`config.mk`:
```
export PLATFORM = sky130hd
export DESIGN_NAME = module_register_window
export DESIGN_NICKNAME = d
export VERILOG_FILES = /design/src/psm_regwin_pkg.sv /design/src/module_register_window.sv
export SDC_FILE = /design/constraint.sdc
export NUM_CORES = 1
export LEC_CHECK = 0
export BUFFER_PORTS_ARGS = -buffer_cell sky130_fd_sc_hd__buf_2
export CAP_MARGIN = 25
export CORE_ASPECT_RATIO = 1.5
export CORE_MARGIN = 2
export CORE_UTILIZATION = 27
export CTS_CLUSTER_SIZE = 28
export DETAILED_ROUTE_END_ITERATION = 7
export PLACE_DENSITY = 0.42
export SYNTH_ARGS = -nofsm -noshare
export SYNTH_HDL_FRONTEND = slang
export SYNTH_SLANG_ARGS = --single-unit
export TNS_END_PERCENT = 1
```
`constraint.sdc`:
```
create_clock -name clk_sys_i -period 5.9 [get_ports clk_sys_i]
set_clock_uncertainty 0.1 [all_clocks]
set_input_delay 0.59 -clock clk_sys_i [delete_from_list [all_inputs] [get_ports clk_sys_i]]
set_output_delay 0.59 -clock clk_sys_i [all_outputs]
set_load 0.01 [all_outputs]
```
`src/psm_regwin_pkg.sv`:
```
// Constants for the module register window: offsets, fields, resets.
`default_nettype none
package psm_regwin_pkg;

	localparam int unsigned WINDOW_BYTES = 256;
	localparam int unsigned NUM_PORTS    = 4;
	localparam int unsigned NUM_GROUPS   = 2;

	// Per port, index 0..3 is port A..D
	localparam logic [3:0][7:0] OFF_PIN_IN  = {8'h11, 8'h10, 8'h01, 8'h00};
	localparam logic [3:0][7:0] OFF_LATCH   = {8'h13, 8'h12, 8'h05, 8'h04};
	localparam logic [3:0][7:0] OFF_DIR     = {8'h15, 8'h14, 8'h07, 8'h06};
	localparam logic [3:0][7:0] OFF_DRIVE   = {8'h17, 8'h16, 8'h09, 8'h08};
	localparam logic [3:0][7:0] OFF_OE_STAT = {8'h1b, 8'h1a, 8'h0d, 8'h0c};
	// Ports A, B and C only
	localparam logic [2:0][7:0] OFF_IN_CELLS = {8'h18, 8'h0b, 8'h0a};
	// Ports A and B only
	localparam logic [1:0][7:0] OFF_FUNC    = {8'h03, 8'h02};
	// Output cell groups one and two
	localparam logic [1:0][7:0] OFF_CELLS   = {8'h21, 8'h20};
	localparam logic [1:0][7:0] OFF_MASK    = {8'h23, 8'h22};

	localparam logic [7:0] OFF_PWR_FIRST  = 8'hb0;
	localparam logic [7:0] OFF_PWR_SECOND = 8'hb4;
	localparam logic [7:0] OFF_MAIN_LOCK  = 8'hc0;
	localparam logic [7:0] OFF_BOOT_LOCK  = 8'hc2;
	localparam logic [7:0] OFF_PAGE       = 8'he0;
	localparam logic [7:0] OFF_PLACE      = 8'he2;

	localparam logic [7:0] RST_BYTE = 8'h00;

	// Placement register fields
	localparam int unsigned PL_MAIN_PROG = 0;
	localparam int unsigned PL_BOOT_PROG = 1;
	localparam int unsigned PL_SRAM_PROG = 2;
	localparam int unsigned PL_MAIN_DATA = 3;
	localparam int unsigned PL_BOOT_DATA = 4;

	// Fixed memory regions, by upper address bits
	localparam logic       REGION_MAIN_A15 = 1'b0;
	localparam logic [2:0] REGION_BOOT_TOP = 3'h4;
	localparam logic [2:0] REGION_SRAM_TOP = 3'h5;
	localparam logic [7:0] LOWEST_FREE_HI  = 8'hc0;

endpackage : psm_regwin_pkg
`default_nettype wire

```
`src/module_register_window.sv`:
```
// Register window, port pins, output cells and memory selects.
`default_nettype none

// Contract
// - 256-byte window decoded from placed base
// - Pin-input registers return present pin levels
// - Ports A,B pins select I/O or address
// - Output latches drive pins set as outputs
// - Direction registers set pins input or output
// - Drive registers: open-drain or fast slew
// - Enable status reads actual driver enables
// - Output cells read back, written on load
// - Mask bits block writes to output cells
// - Main flash lock status read-only
// - Security and boot lock status read-only
// - Placement puts memories in program/data space; SRAM is always in data space
// - Two power registers and page register
// - Decode logic produces memory select signals
// - Test port programs all, no processor
// - Logic and configuration never processor-programmable
// - Processor bus: address, data, strobes
module module_register_window #(
	parameter logic [7:0] WINDOW_BASE = 8'hff
) (
	input  wire logic       clk_sys_i,
	input  wire logic       rst_b_i,
	input  wire logic [15:0] addr_i,
	input  wire logic [7:0] wdata_i,
	input  wire logic       rd_strobe_b_i,
	input  wire logic       wr_strobe_b_i,
	input  wire logic       psen_b_i,
	input  wire logic       ale_i,
	input  wire logic       mcu_reset_b_i,
	output logic [7:0]      rdata_o,
	output logic            rdata_oe_o,
	input  wire logic [7:0] port_a_pin_i,
	input  wire logic [7:0] port_b_pin_i,
	input  wire logic [7:0] port_c_pin_i,
	input  wire logic [7:0] port_d_pin_i,
	output logic [7:0]      port_a_pin_o,
	output logic [7:0]      port_b_pin_o,
	output logic [7:0]      port_c_pin_o,
	output logic [7:0]      port_d_pin_o,
	output logic [7:0]      port_a_pin_oe_o,
	output logic [7:0]      port_b_pin_oe_o,
	output logic [7:0]      port_c_pin_oe_o,
	output logic [7:0]      port_d_pin_oe_o,
	output logic [7:0]      port_c_fast_slew_o,
	output logic [7:0]      port_d_fast_slew_o,
	output logic [7:0]      output_cells_one_o,
	output logic [7:0]      output_cells_two_o,
	input  wire logic [7:0] main_lock_status_i,
	input  wire logic [7:0] boot_lock_security_i,
	input  wire logic       test_port_active_i,
	output logic [7:0]      power_control_first_o,
	output logic [7:0]      power_control_second_o,
	output logic [7:0]      address_page_o,
	output logic [7:0]      memory_placement_o,
	output logic [7:0]      main_flash_select_o,
	output logic [3:0]      boot_flash_select_o,
	output logic            sram_select_o
);
	import psm_regwin_pkg::*;

	////////////////////////////////////////////////////////////////////////
	// Elaboration check

	// The window must not overlap the fixed memory regions
	if (WINDOW_BASE < LOWEST_FREE_HI) begin : g_bad_base
		$error("WINDOW_BASE overlaps a memory region");
	end

	////////////////////////////////////////////////////////////////////////
	// Decode helpers

	// One 256-byte block whose upper byte is the base
	function automatic logic in_window(input logic [15:0] a);
		in_window = (a[15:8] == WINDOW_BASE);
	endfunction : in_window

	function automatic logic [7:0] window_offset(input logic [15:0] a);
		window_offset = a[7:0];
	endfunction : window_offset

	////////////////////////////////////////////////////////////////////////
	// Pin and test-port synchronisers

	logic [3:0][7:0] pin_meta_q;
	logic [3:0][7:0] pin_sync_q;
	logic            test_meta_q;
	logic            test_sync_q;

	always_ff @(posedge clk_sys_i or negedge rst_b_i) begin
		if (!rst_b_i) begin
			pin_meta_q  <= '0;
			pin_sync_q  <= '0;
			test_meta_q <= 1'b0;
			test_sync_q <= 1'b0;
		end else begin
			pin_meta_q  <= {port_d_pin_i, port_c_pin_i,
			                port_b_pin_i, port_a_pin_i};
			pin_sync_q  <= pin_meta_q;
			test_meta_q <= test_port_active_i;
			test_sync_q <= test_meta_q;
		end
	end

	////////////////////////////////////////////////////////////////////////
	// Bus access

	logic       wr_prev_q;
	logic       wr_take;
	logic       rd_hit;
	logic [7:0] off;

	assign off = window_offset(addr_i);

	// One write per strobe: taken on its falling edge. The serial test
	// port owns the module while active, so processor writes are dropped.
	assign wr_take = wr_prev_q && !wr_strobe_b_i && in_window(addr_i)
	                 && !test_sync_q;
	assign rd_hit  = !rd_strobe_b_i && in_window(addr_i);

	////////////////////////////////////////////////////////////////////////
	// Register state

	logic [3:0][7:0] latch_q;
	logic [3:0][7:0] latch_d;
	logic [3:0][7:0] dir_q;
	logic [3:0][7:0] dir_d;
	logic [3:0][7:0] drive_q;
	logic [3:0][7:0] drive_d;
	logic [1:0][7:0] func_q;
	logic [1:0][7:0] func_d;
	logic [1:0][7:0] cells_q;
	logic [1:0][7:0] cells_d;
	logic [1:0][7:0] mask_q;
	logic [1:0][7:0] mask_d;
	logic [7:0]      pwr_first_q;
	logic [7:0]      pwr_first_d;
	logic [7:0]      pwr_second_q;
	logic [7:0]      pwr_second_d;
	logic [7:0]      page_q;
	logic [7:0]      page_d;
	logic [7:0]      place_q;
	logic [7:0]      place_d;
	logic [15:0]     addr_lat_q;
	logic [15:0]     addr_lat_d;

	always_comb begin
		latch_d      = latch_q;
		dir_d        = dir_q;
		drive_d      = drive_q;
		func_d       = func_q;
		cells_d      = cells_q;
		mask_d       = mask_q;
		pwr_first_d  = pwr_first_q;
		pwr_second_d = pwr_second_q;
		page_d       = page_q;
		place_d      = place_q;
		// Address latch follows the bus while ALE is high
		addr_lat_d   = ale_i ? addr_i : addr_lat_q;
		if (wr_take) begin
			for (int p = 0; p < NUM_PORTS; p++) begin
				if (off == OFF_LATCH[p]) begin
					latch_d[p] = wdata_i;
				end
				if (off == OFF_DIR[p]) begin
					dir_d[p] = wdata_i;
				end
				if (off == OFF_DRIVE[p]) begin
					drive_d[p] = wdata_i;
				end
			end
			for (int g = 0; g < NUM_GROUPS; g++) begin
				if (off == OFF_FUNC[g]) begin
					func_d[g] = wdata_i;
				end
				// Masked bits keep their value on a load
				if (off == OFF_CELLS[g]) begin
					cells_d[g] = (cells_q[g] & mask_q[g])
					           | (wdata_i & ~mask_q[g]);
				end
				if (off == OFF_MASK[g]) begin
					mask_d[g] = wdata_i;
				end
			end
			// Lock and status offsets have no write path here; any other
			// offset simply matches nothing and changes nothing.
			case (off)
				OFF_PWR_FIRST: begin
					pwr_first_d = wdata_i;
				end
				OFF_PWR_SECOND: begin
					pwr_second_d = wdata_i;
				end
				OFF_PAGE: begin
					page_d = wdata_i;
				end
				OFF_PLACE: begin
					place_d = wdata_i;
				end
				default: begin
					place_d = place_d;
				end
			endcase
		end
		// Core reset strobe clears the control state like the pin reset
		if (!mcu_reset_b_i) begin
			latch_d      = '0;
			dir_d        = '0;
			drive_d      = '0;
			func_d       = '0;
			cells_d      = '0;
			mask_d       = '0;
			pwr_first_d  = RST_BYTE;
			pwr_second_d = RST_BYTE;
			page_d       = RST_BYTE;
			place_d      = RST_BYTE;
		end
	end

	always_ff @(posedge clk_sys_i or negedge rst_b_i) begin
		if (!rst_b_i) begin
			latch_q      <= '0;
			dir_q        <= '0;
			drive_q      <= '0;
			func_q       <= '0;
			cells_q      <= '0;
			mask_q       <= '0;
			pwr_first_q  <= RST_BYTE;
			pwr_second_q <= RST_BYTE;
			page_q       <= RST_BYTE;
			place_q      <= RST_BYTE;
			addr_lat_q   <= '0;
			wr_prev_q    <= 1'b1;
		end else begin
			latch_q      <= latch_d;
			dir_q        <= dir_d;
			drive_q      <= drive_d;
			func_q       <= func_d;
			cells_q      <= cells_d;
			mask_q       <= mask_d;
			pwr_first_q  <= pwr_first_d;
			pwr_second_q <= pwr_second_d;
			page_q       <= page_d;
			place_q      <= place_d;
			addr_lat_q   <= addr_lat_d;
			wr_prev_q    <= wr_strobe_b_i;
		end
	end

	////////////////////////////////////////////////////////////////////////
	// Pin drivers

	logic [3:0][7:0] pin_d;
	logic [3:0][7:0] pin_q;
	logic [3:0][7:0] oe_d;
	logic [3:0][7:0] oe_q;

	for (genvar p = 0; p < NUM_PORTS; p++) begin : g_port
		logic [7:0] val;
		if (p < NUM_GROUPS) begin : g_ab
			// A carries the low address byte, B the high byte
			assign val = (func_q[p] & addr_lat_q[p*8 +: 8])
			           | (~func_q[p] & latch_q[p]);
			// Open-drain pins only ever pull low
			assign pin_d[p] = val & ~drive_q[p];
			assign oe_d[p]  = (dir_q[p] | func_q[p])
			                & ~(drive_q[p] & val);
		end else begin : g_cd
			assign val      = latch_q[p];
			assign pin_d[p] = val;
			assign oe_d[p]  = dir_q[p];
		end
	end

	always_ff @(posedge clk_sys_i or negedge rst_b_i) begin
		if (!rst_b_i) begin
			pin_q <= '0;
			oe_q  <= '0;
		end else begin
			pin_q <= pin_d;
			oe_q  <= oe_d;
		end
	end

	assign port_a_pin_o       = pin_q[0];
	assign port_b_pin_o       = pin_q[1];
	assign port_c_pin_o       = pin_q[2];
	assign port_d_pin_o       = pin_q[3];
	assign port_a_pin_oe_o    = oe_q[0];
	assign port_b_pin_oe_o    = oe_q[1];
	assign port_c_pin_oe_o    = oe_q[2];
	assign port_d_pin_oe_o    = oe_q[3];
	assign port_c_fast_slew_o = drive_q[2];
	assign port_d_fast_slew_o = drive_q[3];

	assign output_cells_one_o     = cells_q[0];
	assign output_cells_two_o     = cells_q[1];
	assign power_control_first_o  = pwr_first_q;
	assign power_control_second_o = pwr_second_q;
	assign address_page_o         = page_q;
	assign memory_placement_o     = place_q;

	////////////////////////////////////////////////////////////////////////
	// Read path

	logic [7:0] rd_val;
	logic [7:0] rdata_q;
	logic [7:0] rdata_d;

	always_comb begin
		rd_val = '0;
		for (int p = 0; p < NUM_PORTS; p++) begin
			if (off == OFF_PIN_IN[p]) begin
				rd_val = pin_sync_q[p];
			end
			if (off == OFF_LATCH[p]) begin
				rd_val = latch_q[p];
			end
			if (off == OFF_DIR[p]) begin
				rd_val = dir_q[p];
			end
			if (off == OFF_DRIVE[p]) begin
				rd_val = drive_q[p];
			end
			if (off == OFF_OE_STAT[p]) begin
				rd_val = oe_q[p];
			end
		end
		// Input cells here capture the synchronised pins
		for (int p = 0; p < 3; p++) begin
			if (off == OFF_IN_CELLS[p]) begin
				rd_val = pin_sync_q[p];
			end
		end
		for (int g = 0; g < NUM_GROUPS; g++) begin
			if (off == OFF_FUNC[g]) begin
				rd_val = func_q[g];
			end
			if (off == OFF_CELLS[g]) begin
				rd_val = cells_q[g];
			end
			if (off == OFF_MASK[g]) begin
				rd_val = mask_q[g];
			end
		end
		case (off)
			OFF_PWR_FIRST: begin
				rd_val = pwr_first_q;
			end
			OFF_PWR_SECOND: begin
				rd_val = pwr_second_q;
			end
			OFF_MAIN_LOCK: begin
				rd_val = main_lock_status_i;
			end
			OFF_BOOT_LOCK: begin
				rd_val = boot_lock_security_i;
			end
			OFF_PAGE: begin
				rd_val = page_q;
			end
			OFF_PLACE: begin
				rd_val = place_q;
			end
			default: begin
				rd_val = rd_val;
			end
		endcase
		rdata_d = rd_hit ? rd_val : rdata_q;
	end

	always_ff @(posedge clk_sys_i or negedge rst_b_i) begin
		if (!rst_b_i) begin
			rdata_q <= '0;
		end else begin
			rdata_q <= rdata_d;
		end
	end

	// Data lags the strobe by one edge; the core samples late in its cycle
	assign rdata_o    = rdata_q;
	assign rdata_oe_o = rd_hit;

	////////////////////////////////////////////////////////////////////////
	// Memory selects from the decode logic array

	logic prog_cyc;
	logic data_cyc;
	logic free_cyc;

	// Processor selects are held off while the test port programs, and
	// configuration has no processor path at all.
	assign prog_cyc = !psen_b_i && !test_sync_q;
	assign data_cyc = (!rd_strobe_b_i || !wr_strobe_b_i) && !test_sync_q;
	assign free_cyc = !in_window(addr_i);

	always_comb begin
		logic main_hit;
		logic boot_hit;
		logic sram_hit;
		main_hit = 1'b0;
		boot_hit = 1'b0;
		sram_hit = 1'b0;
		main_flash_select_o = '0;
		boot_flash_select_o = '0;
		if (free_cyc) begin
			main_hit = (addr_i[15] == REGION_MAIN_A15)
			         && ((prog_cyc && place_q[PL_MAIN_PROG])
			          || (data_cyc && place_q[PL_MAIN_DATA]));
			boot_hit = (addr_i[15:13] == REGION_BOOT_TOP)
			         && ((prog_cyc && place_q[PL_BOOT_PROG])
			          || (data_cyc && place_q[PL_BOOT_DATA]));
			sram_hit = (addr_i[15:13] == REGION_SRAM_TOP)
			         && ((prog_cyc && place_q[PL_SRAM_PROG])
			          || data_cyc);
		end
		// Page bit 0 extends the main flash to eight sectors
		if (main_hit) begin
			main_flash_select_o[{page_q[0], addr_i[14:13]}] = 1'b1;
		end
		if (boot_hit) begin
			boot_flash_select_o[addr_i[12:11]] = 1'b1;
		end
		sram_select_o = sram_hit;
	end

endmodule : module_register_window
`default_nettype wire

```
Yosys cells after proc, flatten, opt, wreduce, memory -nomap -nowiden. Index checks and enable logic that the tools add are counted. Widths: inputs -> output; s select.

Register bits after elaboration: 331. Input bits: 80. Output and inout bits: 150.

Reduce and logical (&&, ||, !) cells: 47. Bitwise operators: 29. Multiplexer cells: 81. Magnitude comparators: 4. Equal/unequal tests: 60.

Operators by type and width (count): $mux 8 (60); $mux 32 (6); $and 8x8->8 (14); $mux 16 (6); $eq 8x5->1 const B (11); $not 8->8 (8); $eq 8x8->1 const B (7); $eq 8x4->1 const B (6); $or 8x8->8 (6); $pmux 8 s6 (1); $ne 2x1->1 const B (23); $reduce_and 2->1 (22); $eq 8x3->1 const B (4); $eq 8x6->1 const B (4); $eq 8x2->1 const B (2); $logic_and 1x1->1 (16); $eq 8x1->1 const B (1); $logic_not 8->1 (1); $eq 3x3->1 const B (2); $mux 1 (5); $logic_not 1->1 (4); $logic_or 1x1->1 (4); $lt 3x4->1 const B (1); $mux 4 (1); 6 further kinds (6).

Longest topological paths before layout. Gate-level depths: netlist of run 1.

Depth after elaboration: 31. Mapped depth: 11. Mapped depth without buffers: 7.

Worst setup path after synthesis of run 1. Ideal clock, no wire load.

Path kind: input to register. Start point: in addr_i[6]. End point: reg rdata_q[1], in the netlist rdata_o[1]. Path slack: 3273 ps. Cell stages on the path: 8. Arrival: 2459 ps. Cell sequence: buf_2 -> or4_4 -> buf_6 -> or3_4 -> nand3_2 -> o211ai_1 -> a2111oi_1 -> o221a_1.

Word-level cells in the longest chain between the ends: 31. Elaborated cells between the ends (all ways): 65. Classes of those cells: eq/ne: 34; mux: 30; reduce/logical: 1.

Ends and longest elaborated chain: start: declaration (line module_register_window.sv:27) `input wire logic [15:0] addr_i,`; $logic_not 8->1 (line module_register_window.sv:316) `if (off == OFF_PIN_IN[p]) begin`; $mux 8 (line module_register_window.sv:316); $mux 8 (line module_register_window.sv:319) `if (off == OFF_LATCH[p]) begin`; $mux 8 (line module_register_window.sv:322) `if (off == OFF_DIR[p]) begin`; $mux 8 (line module_register_window.sv:325) `if (off == OFF_DRIVE[p]) begin`; $mux 8 (line module_register_window.sv:328) `if (off == OFF_OE_STAT[p]) begin`; $mux 8 (line module_register_window.sv:316); $mux 8 (line module_register_window.sv:319); [13 not listed]; $mux 8 (3 in series) (line module_register_window.sv:334) `if (off == OFF_IN_CELLS[p]) begin`; $mux 8 (line module_register_window.sv:339) `if (off == OFF_FUNC[g]) begin`; $mux 8 (line module_register_window.sv:342) `if (off == OFF_CELLS[g]) begin`; $mux 8 (line module_register_window.sv:345) `if (off == OFF_MASK[g]) begin`; $mux 8 (line module_register_window.sv:339); $mux 8 (line module_register_window.sv:342); $mux 8 (line module_register_window.sv:345); $pmux 8 s6 (*) (line module_register_window.sv:349) `case (off)`; end signal: assignment (line module_register_window.sv:379) `rdata_q <= rdata_d;`; end: declaration (line module_register_window.sv:310) `logic [7:0] rdata_q;`.

Every way passes the cells marked *; elsewhere a longest branch is shown, timed or not. A chain may end at the register's enable or synchronous reset.

Final worst setup path of run 1.
Start point: in addr_i[0]. End point: reg rdata_q[4], in the netlist rdata_o[4].

Same word-level chain as after synthesis.

==> impl_metrics.ini, run 1 <==
[clocking]
clockBufferDepth = 3
cts_tree = yes
cts-root-buf = clkbuf_16
post_cts_buffers = 0
cts_resized = 0
clk_latency_ps = 570
htree_levels = 2
cts_buffers = 38
hold_buffers = 1
clock_sinks = 331
cts.clk_slew.worst_paths_ps = 60

[final_layout]
drive_above_1_share_pct = 21.7
final_nets = 1807
areaGrowthSynthToFinish_pct = 19.0

[synthesis]
synth_ff_type = dfrtp_1
ys_ff_latch = 331
synth_top_area_share_pct = 51.9
synthArstFlopShare_pct = 100
yosysMostFrequentCell = dfrtp_1
synth_cell_types = 83
synth_cells = 1560
yosys_warnings = 0
synthTopCellsByCount = dfrtp_1, nand2_1, nand3_1
yosys.area.top_type = dfrtp_1
synth_nets = 1640
syn_area_per_cell_um2 = 10.2
yosysSeqAreaShare_pct = 52.0
synth_edf_count = 0
netlist_area_um2 = 15900
ys_top_cells_by_area = dfrtp_1, mux2i_1, a21boi_0

[worst_hold_path]
hold_path_end = pin_meta_q[20]$_DFF_PN0_
hold_depth = 1
hold_class = input pin to flip-flop
worstHoldStart = port_c_pin_i[4]

[floorplan]
ios = 230
die_h_um = 301
core-area_um2 = 58600
rows = 109
design.die.area_um2 = 61000
fp.dieW_um = 202
initial_utilization_pct = 27.2

[drt]
detail-route-antenna-nets = 0
drc = 0
vias_per_cell = 5.38
drt_iter0_markers = 1058
wl_per_cell_um = 29.3
vias = 13600
dr.pass1.iters = 5
wirelength_um = 74100

[job]
maxCapViolCount = 0

[setup_path]
required_ps = 6290
r2r-start = test_sync_q$_DFF_PN0_
r2r-end = g_port[2].val[1]$_DFFE_PN0P_
worst_ep_arrival_time_ps = 3830
worstRegToRegCells = 5
reg2reg_slack_ps = 3010
critPathCaptureType = flip-flop
worst-path-max-fanout = 24
crit_type = input pin to flip-flop
worstSetupStartpointType = input pin

[pwr]
irDropWorstVdd_v = 0.000161
power_leakage_uw = 0.00841
power_uw = 5100
power_density_nw_per_um2 = 269

[sta]
clock.fmax_ghz = 0.290
fin_tns_setup_ps = 0
setup-violations-final = 0
layout_min_cycle_time_ps = 3440
slew-limit-headroom_pct = 26.2
hold_viol_final = 0
rsz0062_at_grt = false
maxSlewViolCount = 0
worst_pin_slew_ps = 1100
period_share_pct = 58.4

[grt]
grtUsageTotal_pct = 24.1
grt_pass1_vias = 13900
grt_first_pass_wirelength_um = 106000
antenna_found_initial = 1
grt_max_degree = 153
grt-ovfl-total = 0

[placed_design]
gp_congestion = 0.960
port_buffers = 229
dp_hpwl_um = 53900

[status]
status = finished clean
==> critical path: stages <==
cell and delay [ps]:
buf_2 450, buf_4 360, nand4bb_1 580, nor2_1 670
buf_4 300, a222oi_1 140, o21a_1 180, a21oi_1 180
o21ai_1 160, a31oi_1 180
==> per-stage QoR <==
stage          cells  cell area [µm²]  util, %  hold WS, ps  worst slack (ps)
3_3_place_gp    2461            17700     30.2          237              1940
4_1_cts         2526            18900     32.2         6.55              2590
5_1_grt         2529            18900     32.3         21.3              2410
3_5_place_dp    2461            17700     30.2          235              1980
6_report        2532            19000     32.3         27.6              2460
2_1_floorplan   1560            15900        -          194              3270
==> placed cells by master, fill, tap and decap left out, drive strengths merged, types with 6 or more instances in the layout <==
cell type / netlist / final
a211oi: 12 / 12
a21boi: 105 / 105
a21oi: 58 / 58
a221oi: 12 / 12
a22o: 6 / 6
a22oi: 26 / 26
a31oi: 6 / 6
buf: 59 / 255
clkbuf: 71 / 50
clkinv: 1 / 11
dfrtp: 330 / 330
inv: 7 / 8
mux2: 36 / 36
mux2i: 87 / 87
nand2: 170 / 170
nand2b: 12 / 12
nand3: 116 / 116
nor2: 88 / 88
nor2b: 95 / 95
nor3: 25 / 25
nor3b: 7 / 7
nor4: 7 / 7
o2111ai: 7 / 7
o211ai: 12 / 12
o21a: 7 / 7
o21ai: 63 / 63
o221ai: 9 / 9
o22ai: 22 / 22
==> state kept, by name (all words and copies together) (netlist names), 16 cells and up <==
signal	count
dir_q	32
pin_meta_q	32
pin_sync_q	32
addr_lat_q	16
drive_q	16
func_q	16
g_port.val	16
latch_q	16
mask_q	16
==> per-layer routing <==
metal | track usage (%) | wire length (µm)
met1 | 29.1 | 29000
met2 | 41.7 | 37300
met3 | 3.57 | 3960
met4 | 12.0 | 3920
met5 | 0 | 0
==> worst max-delay path by stage <==
| stage | from | endpoint | slack (ps) | cells past startpoint |
|---|---|---|---|---|
| after floorplan | addr_i[6] | rdata_o[1]$_DFFE_PN0P_ | 3270 | 8 |
| after detailed placement | addr_i[2] | rdata_o[4]$_DFFE_PN0P_ | 1980 | 9 |
| after CTS | addr_i[2] | rdata_o[4]$_DFFE_PN0P_ | 2590 | 9 |
| after global routing | addr_i[0] | rdata_o[4]$_DFFE_PN0P_ | 2410 | 10 |
| final | addr_i[0] | rdata_o[4]$_DFFE_PN0P_ | 2460 | 10 |
| after global placement | addr_i[2] | rdata_o[4]$_DFFE_PN0P_ | 1940 | 9 |
==> kinds of logic (layout without fill, tap and decap cells) <==
| kind of cell | after synthesis | after routing | synth area share (%) |
|---|---|---|---|
| multiplexers | 123 | 123 | 8.01 |
| AND/OR/NAND/NOR | 572 | 572 | 18.6 |
| flip-flops | 331 | 331 | 52.0 |
| AO/OA/AOI/OAI | 396 | 396 | 17.3 |
| buffers and inverters | 138 | 329 | 4.10 |
| other | 0 | 4 | 0 |
==> power breakdown <==
part,leakage (µW),internal [µW],switching [µW],total [µW]
Sequential,0.00443,2310,47.8,2360
Combinational,0.00338,111,257,368
Clock,0.000595,1360,1010,2370
Total,0.00841,3780,1320,5100
==> layout make-up <==
class / count / area [µm²]
Sequential cell: 331 / 8280
Multi-Input combinational cell: 1091 / 7020
Fill cell: 6162 / 39700
Tap cell: 777 / 972
Clock inverter: 15 / 145
Inverter: 8 / 30.0
Antenna cell: 4 / 10.0
Clock buffer: 49 / 1060
Timing Repair Buffer: 257 / 1430
(Power assumes the default switching activity.)
==> inputs of run 2 (changes only) <==
--- a/config.mk
+++ b/config.mk
@@ -12,7 +12,7 @@
 export CORE_UTILIZATION = 27
 export CTS_CLUSTER_SIZE = 28
 export DETAILED_ROUTE_END_ITERATION = 7
-export PLACE_DENSITY = 0.42
+export PLACE_DENSITY = 0.43
 export SYNTH_ARGS = -nofsm -noshare
 export SYNTH_HDL_FRONTEND = slang
 export SYNTH_SLANG_ARGS = --single-unit
==> constraint.sdc (replaced) <==
create_clock -name clk_sys_i -period 2.96 [get_ports clk_sys_i]
set_clock_uncertainty 0.1 [all_clocks]
set_input_delay 0.296 -clock clk_sys_i [delete_from_list [all_inputs] [get_ports clk_sys_i]]
set_output_delay 0.296 -clock clk_sys_i [all_outputs]
set_load 0.01 [all_outputs]
==> impl_metrics.ini, run 2 (same netlist as run 1, synthesis figures left out) <==
[sta]
rsz0062_at_grt = false
period_share_pct = 88.7
slew-limit-headroom_pct = 31.2
fin_tns_setup_ps = 0
hold_viol_final = 0
maxSlewViolCount = 0
worst_pin_slew_ps = 1020
setup-violations-final = 0
clock.fmax_ghz = 0.381
layout_min_cycle_time_ps = 2630

[final_layout]
areaGrowthSynthToFinish_pct = 29.2
fillCellCount = 6098
top_regs = dir_q: 32 flops, pin_meta_q: 32 flops, pin_sync_q: 32 flops
mostFrequentLayoutCells = dfrtp_1, buf_2, nand2_1
regArea_um2 = 8280
finalNonFillerCells = 2703
multi_input_area_um2 = 7030
final_nets = 1976
layout_commonest_cell = dfrtp_1
drive_above_1_share_pct = 26.5

[grt]
grtUsageTotal_pct = 25.7
grt_pass1_vias = 14300
grt_max_degree = 79
grt_first_pass_wirelength_um = 112000
grt-ovfl-total = 0
antenna_found_initial = 3

[clocking]
cts_resized = 0
cts-root-buf = clkbuf_16
cts_buffers = 38
clock_sinks = 331
clk_latency_ps = 560
htree_levels = 2
clockBufferDepth = 3
cts.clk_slew.worst_paths_ps = 60
cts_tree = yes

[drt]
drc = 0
drt_iter0_markers = 850
dr.pass1.iters = 5
detail-route-antenna-nets = 0
wl_per_cell_um = 29.2
vias_per_cell = 5.18
wirelength_um = 79000
vias = 14000

[setup_path]
worst_ep_arrival_time_ps = 2230
worstSetupStartpointType = flip-flop
critPathCaptureType = output pin
worst-path-max-fanout = 4
crit_type = flip-flop to output pin
required_ps = 2560

[floorplan]
die_h_um = 301
ios = 230
initial_utilization_pct = 27.2
design.die.area_um2 = 61000
fp.dieW_um = 202
core-area_um2 = 58600
rows = 109

[placed_design]
placed_cells = 2591
dp_hpwl_um = 60800
port_buffers = 229
gp_congestion = 0.906

[pwr]
power_density_nw_per_um2 = 522
irDropWorstVdd_v = 0.000375
power_leakage_uw = 0.00929

[job]
maxCapViolCount = 0

[worst_hold_path]
hold_class = input pin to flip-flop

[status]
status = finished clean
-- run 2: layout make-up --
cell class / count / area share (%)
tap: 777 / 4.72
antenna: 1 / 0.0122
inverter: 8 / 0.146
clock buffer: 55 / 5.48
sequential: 331 / 40.3
timing repair buffer: 426 / 14.1
clock inverter: 14 / 1.11
multi-input combinational: 1091 / 34.1
-- run 2: timing repair --
action | in CTS | in global routing
hold buffers | 42 | 0
endpoints found under the hold margin | 109 | 0
setup buffers | 0 | 0
-- run 2: final timing paths --
path,start,end,slack (ps),cells past startpoint
worst max-delay path,test_sync_q$_DFF_PN0_,boot_flash_select_o[0],330,5
worst min-delay path,addr_i[4],addr_lat_q[4]$_DFFE_PN0P_,30,2
worst max register to register,pin_sync_q[13]$_DFF_PN0_,rdata_o[5]$_DFFE_PN0P_,420,8
worst min register to register,test_meta_q$_DFF_PN0_,test_sync_q$_DFF_PN0_,250,0
max in group asynchronous,rst_b_i,addr_lat_q[3]$_DFFE_PN0P_,1580,4
min in group asynchronous,rst_b_i,test_meta_q$_DFF_PN0_,230,2
-- run 2: per-stage QoR --
step / util [%] / power [µW] / area (µm²) / hold WS, ps / setup slack (ps)
5_1_grt: 35.1 / 11100 / 20600 / 23.2 / 118
2_1_floorplan: - / 5070 / 15900 / -99.6 / 627
4_1_cts: 35.1 / 10900 / 20600 / 3.89 / 306
3_3_place_gp: 32.1 / 5630 / 18800 / 234 / -177
6_report: 35.1 / 10800 / 20600 / 33.0 / 333
3_5_place_dp: 32.1 / 5630 / 18800 / 235 / -174
-- run 2: worst max-delay path: stages (launching register included) --
cell     delay [ps]
dfrtp_1         420
a21oi_1         230
a22oi_1         140
nor4b_1         490
nor3b_1         240
buf_2           160
-- run 2: routing by layer --
layer | GRT usage (%) | wire, µm
met5 | 0 | 15
met4 | 8.19 | 2480
met3 | 2.90 | 3020
met1 | 31.4 | 31900
met2 | 47.2 | 41700
-- run 2: where the power goes --
group          switching (µW)  internal [µW]
logic                     551            329
clock network            1990           3180
registers                93.1           4610
==> inputs of run 3 (changes only) <==
--- a/config.mk
+++ b/config.mk
@@ -10,9 +10,10 @@
 export CORE_ASPECT_RATIO = 1.5
 export CORE_MARGIN = 2
 export CORE_UTILIZATION = 27
+export CTS_BUF_LIST = sky130_fd_sc_hd__clkbuf_4 sky130_fd_sc_hd__clkbuf_8
 export CTS_CLUSTER_SIZE = 28
 export DETAILED_ROUTE_END_ITERATION = 7
-export PLACE_DENSITY = 0.43
+export PLACE_DENSITY = 0.42
 export SYNTH_ARGS = -nofsm -noshare
 export SYNTH_HDL_FRONTEND = slang
 export SYNTH_SLANG_ARGS = --single-unit
==> constraint.sdc (replaced) <==
create_clock -name clk_sys_i -period 3.3 [get_ports clk_sys_i]
set_clock_uncertainty 0.1 [all_clocks]
set_input_delay 0.33 -clock clk_sys_i [delete_from_list [all_inputs] [get_ports clk_sys_i]]
set_output_delay 0.33 -clock clk_sys_i [all_outputs]
set_load 0.01 [all_outputs]
==> impl_metrics.ini, run 3 (same netlist as run 1, synthesis figures left out) <==
[status]
status = finished clean

[final_layout]
drive_above_1_share_pct = 26.1
final_area_um2 = 20100
top_regs = dir_q: 32 flops, pin_meta_q: 32 flops, pin_sync_q: 32 flops
layout_commonest_cell = dfrtp_1
areaGrowthSynthToFinish_pct = 26.3
mostFrequentLayoutCells = dfrtp_1, buf_2, nand2_1
fillCellCount = 6116
final_nets = 1955

[drt]
vias = 13900
drc = 0
detail-route-antenna-nets = 0
wl_per_cell_um = 28.9
wirelength_um = 77800
vias_per_cell = 5.18
dr.pass1.iters = 6
drt_iter0_markers = 1077

[setup_path]
worstRegToRegCells = 8
critPathTopFamily = simple AND/OR/NAND/NOR gates
required_ps = 3800
path_cells = dlygate4sd3_1, buf_2, or4_4, nor3_2, buf_4, a21oi_1, nand3_2, o211ai_1, a2111oi_1, o221a_1
cp_num_cells = 10
crit_path_top_delay_cell = or4_4
path_buf_inv = 3
critPathMaxStageDelay_ps = 730
reg2reg_slack_ps = 790
r2r-end = rdata_o[2]$_DFFE_PN0P_
worst_ep_arrival_time_ps = 3520
critPathCaptureType = flip-flop
worstSetupStartpointType = input pin
r2r-start = pin_sync_q[2]$_DFF_PN0_
crit_type = input pin to flip-flop
worstSetupStartpoint = addr_i[7]
crit_path_end = rdata_o[1]$_DFFE_PN0P_
worst-path-max-fanout = 18

[floorplan]
fp.dieW_um = 202
die_h_um = 301
ios = 230
initial_utilization_pct = 27.2
rows = 109
design.die.area_um2 = 61000
core-area_um2 = 58600

[clocking]
cts-root-buf = clkbuf_8
cts_buffers = 55
post_cts_buffers = 0
clock_sinks = 331
htree_levels = 2
cts_tree = yes
cts.clk_slew.worst_paths_ps = 70
cts_resized = 0
clk_latency_ps = 670
clockBufferDepth = 3
hold_buffers = 48

[pwr]
power_density_nw_per_um2 = 452
irDropWorstVdd_v = 0.000268
power_leakage_uw = 0.00908

[grt]
grt_pass1_vias = 14300
antenna_found_initial = 1
grt_first_pass_wirelength_um = 110000
grt_max_degree = 127
grtUsageTotal_pct = 25.2
grt-ovfl-total = 0

[sta]
fin_tns_setup_ps = 0
clock.fmax_ghz = 0.331
worst_pin_slew_ps = 1090
rsz0062_at_grt = false
maxSlewViolCount = 0
period_share_pct = 91.5
slew-limit-headroom_pct = 27.1
layout_min_cycle_time_ps = 3020
setup-violations-final = 0
hold_viol_final = 0

[placed_design]
dp_hpwl_um = 57600
placed_area_um2 = 18400
gp_congestion = 0.960
port_buffers = 229

[job]
maxCapViolCount = 0

[worst_hold_path]
hold_class = input pin to asynchronous set/reset pin
-- run 3: stage by stage --
| step | util, % | hold WS (ps) | instances | total power (µW) | setup slack (ps) |
|---|---|---|---|---|---|
| 3_3_place_gp | 31.3 | 218 | 2545 | 5000 | 21.6 |
| 2_1_floorplan | - | -65.6 | 1560 | 4540 | 933 |
| 6_report | 34.3 | 95.8 | 2690 | 9090 | 280 |
| 5_1_grt | 34.3 | 128 | 2690 | 9440 | 160 |
| 4_1_cts | 34.3 | 82.3 | 2688 | 9220 | 344 |
| 3_5_place_dp | 31.4 | 219 | 2546 | 5000 | 4.21 |
-- run 3: final cells by class --
cell class	instances	area [µm²]	share of cell area (%)
diodes	1	2.50	0.0124
clock buffers	87	1130	5.64
clock inverters	7	93.8	0.467
inverters	8	30.0	0.149
multi-input cells	1091	7020	34.9
flip-flops and latches	331	8280	41.2
well taps	777	972	4.84
repair buffers	388	2570	12.8
-- run 3: power breakdown --
part           switching, µW  internal [µW]
clock                   1790           2320
combinational            483            272
sequential              83.5           4140
-- run 3: worst min-delay path by stage --
stage | startpoint | cells past startpoint | slack, ps | endpoint
after floorplan | rst_b_i | 0 | -70 | addr_lat_q[0]$_DFFE_PN0P_
after global placement | rst_b_i | 1 | 220 | test_meta_q$_DFF_PN0_
after detailed placement | rst_b_i | 1 | 220 | test_meta_q$_DFF_PN0_
after CTS | rst_b_i | 2 | 80 | test_meta_q$_DFF_PN0_
after global routing | rst_b_i | 2 | 130 | test_meta_q$_DFF_PN0_
final | rst_b_i | 2 | 100 | test_meta_q$_DFF_PN0_
-- run 3: per-layer routing --
metal  GRT usage [%]  vias to the layer above  share of wire, %
met5               0                        -                 0
met4            9.87                        0               4.0
met3            3.01                      127               3.9
met2            45.0                      465                51
met1            31.0                     7114                41
li1                -                     6241                 -
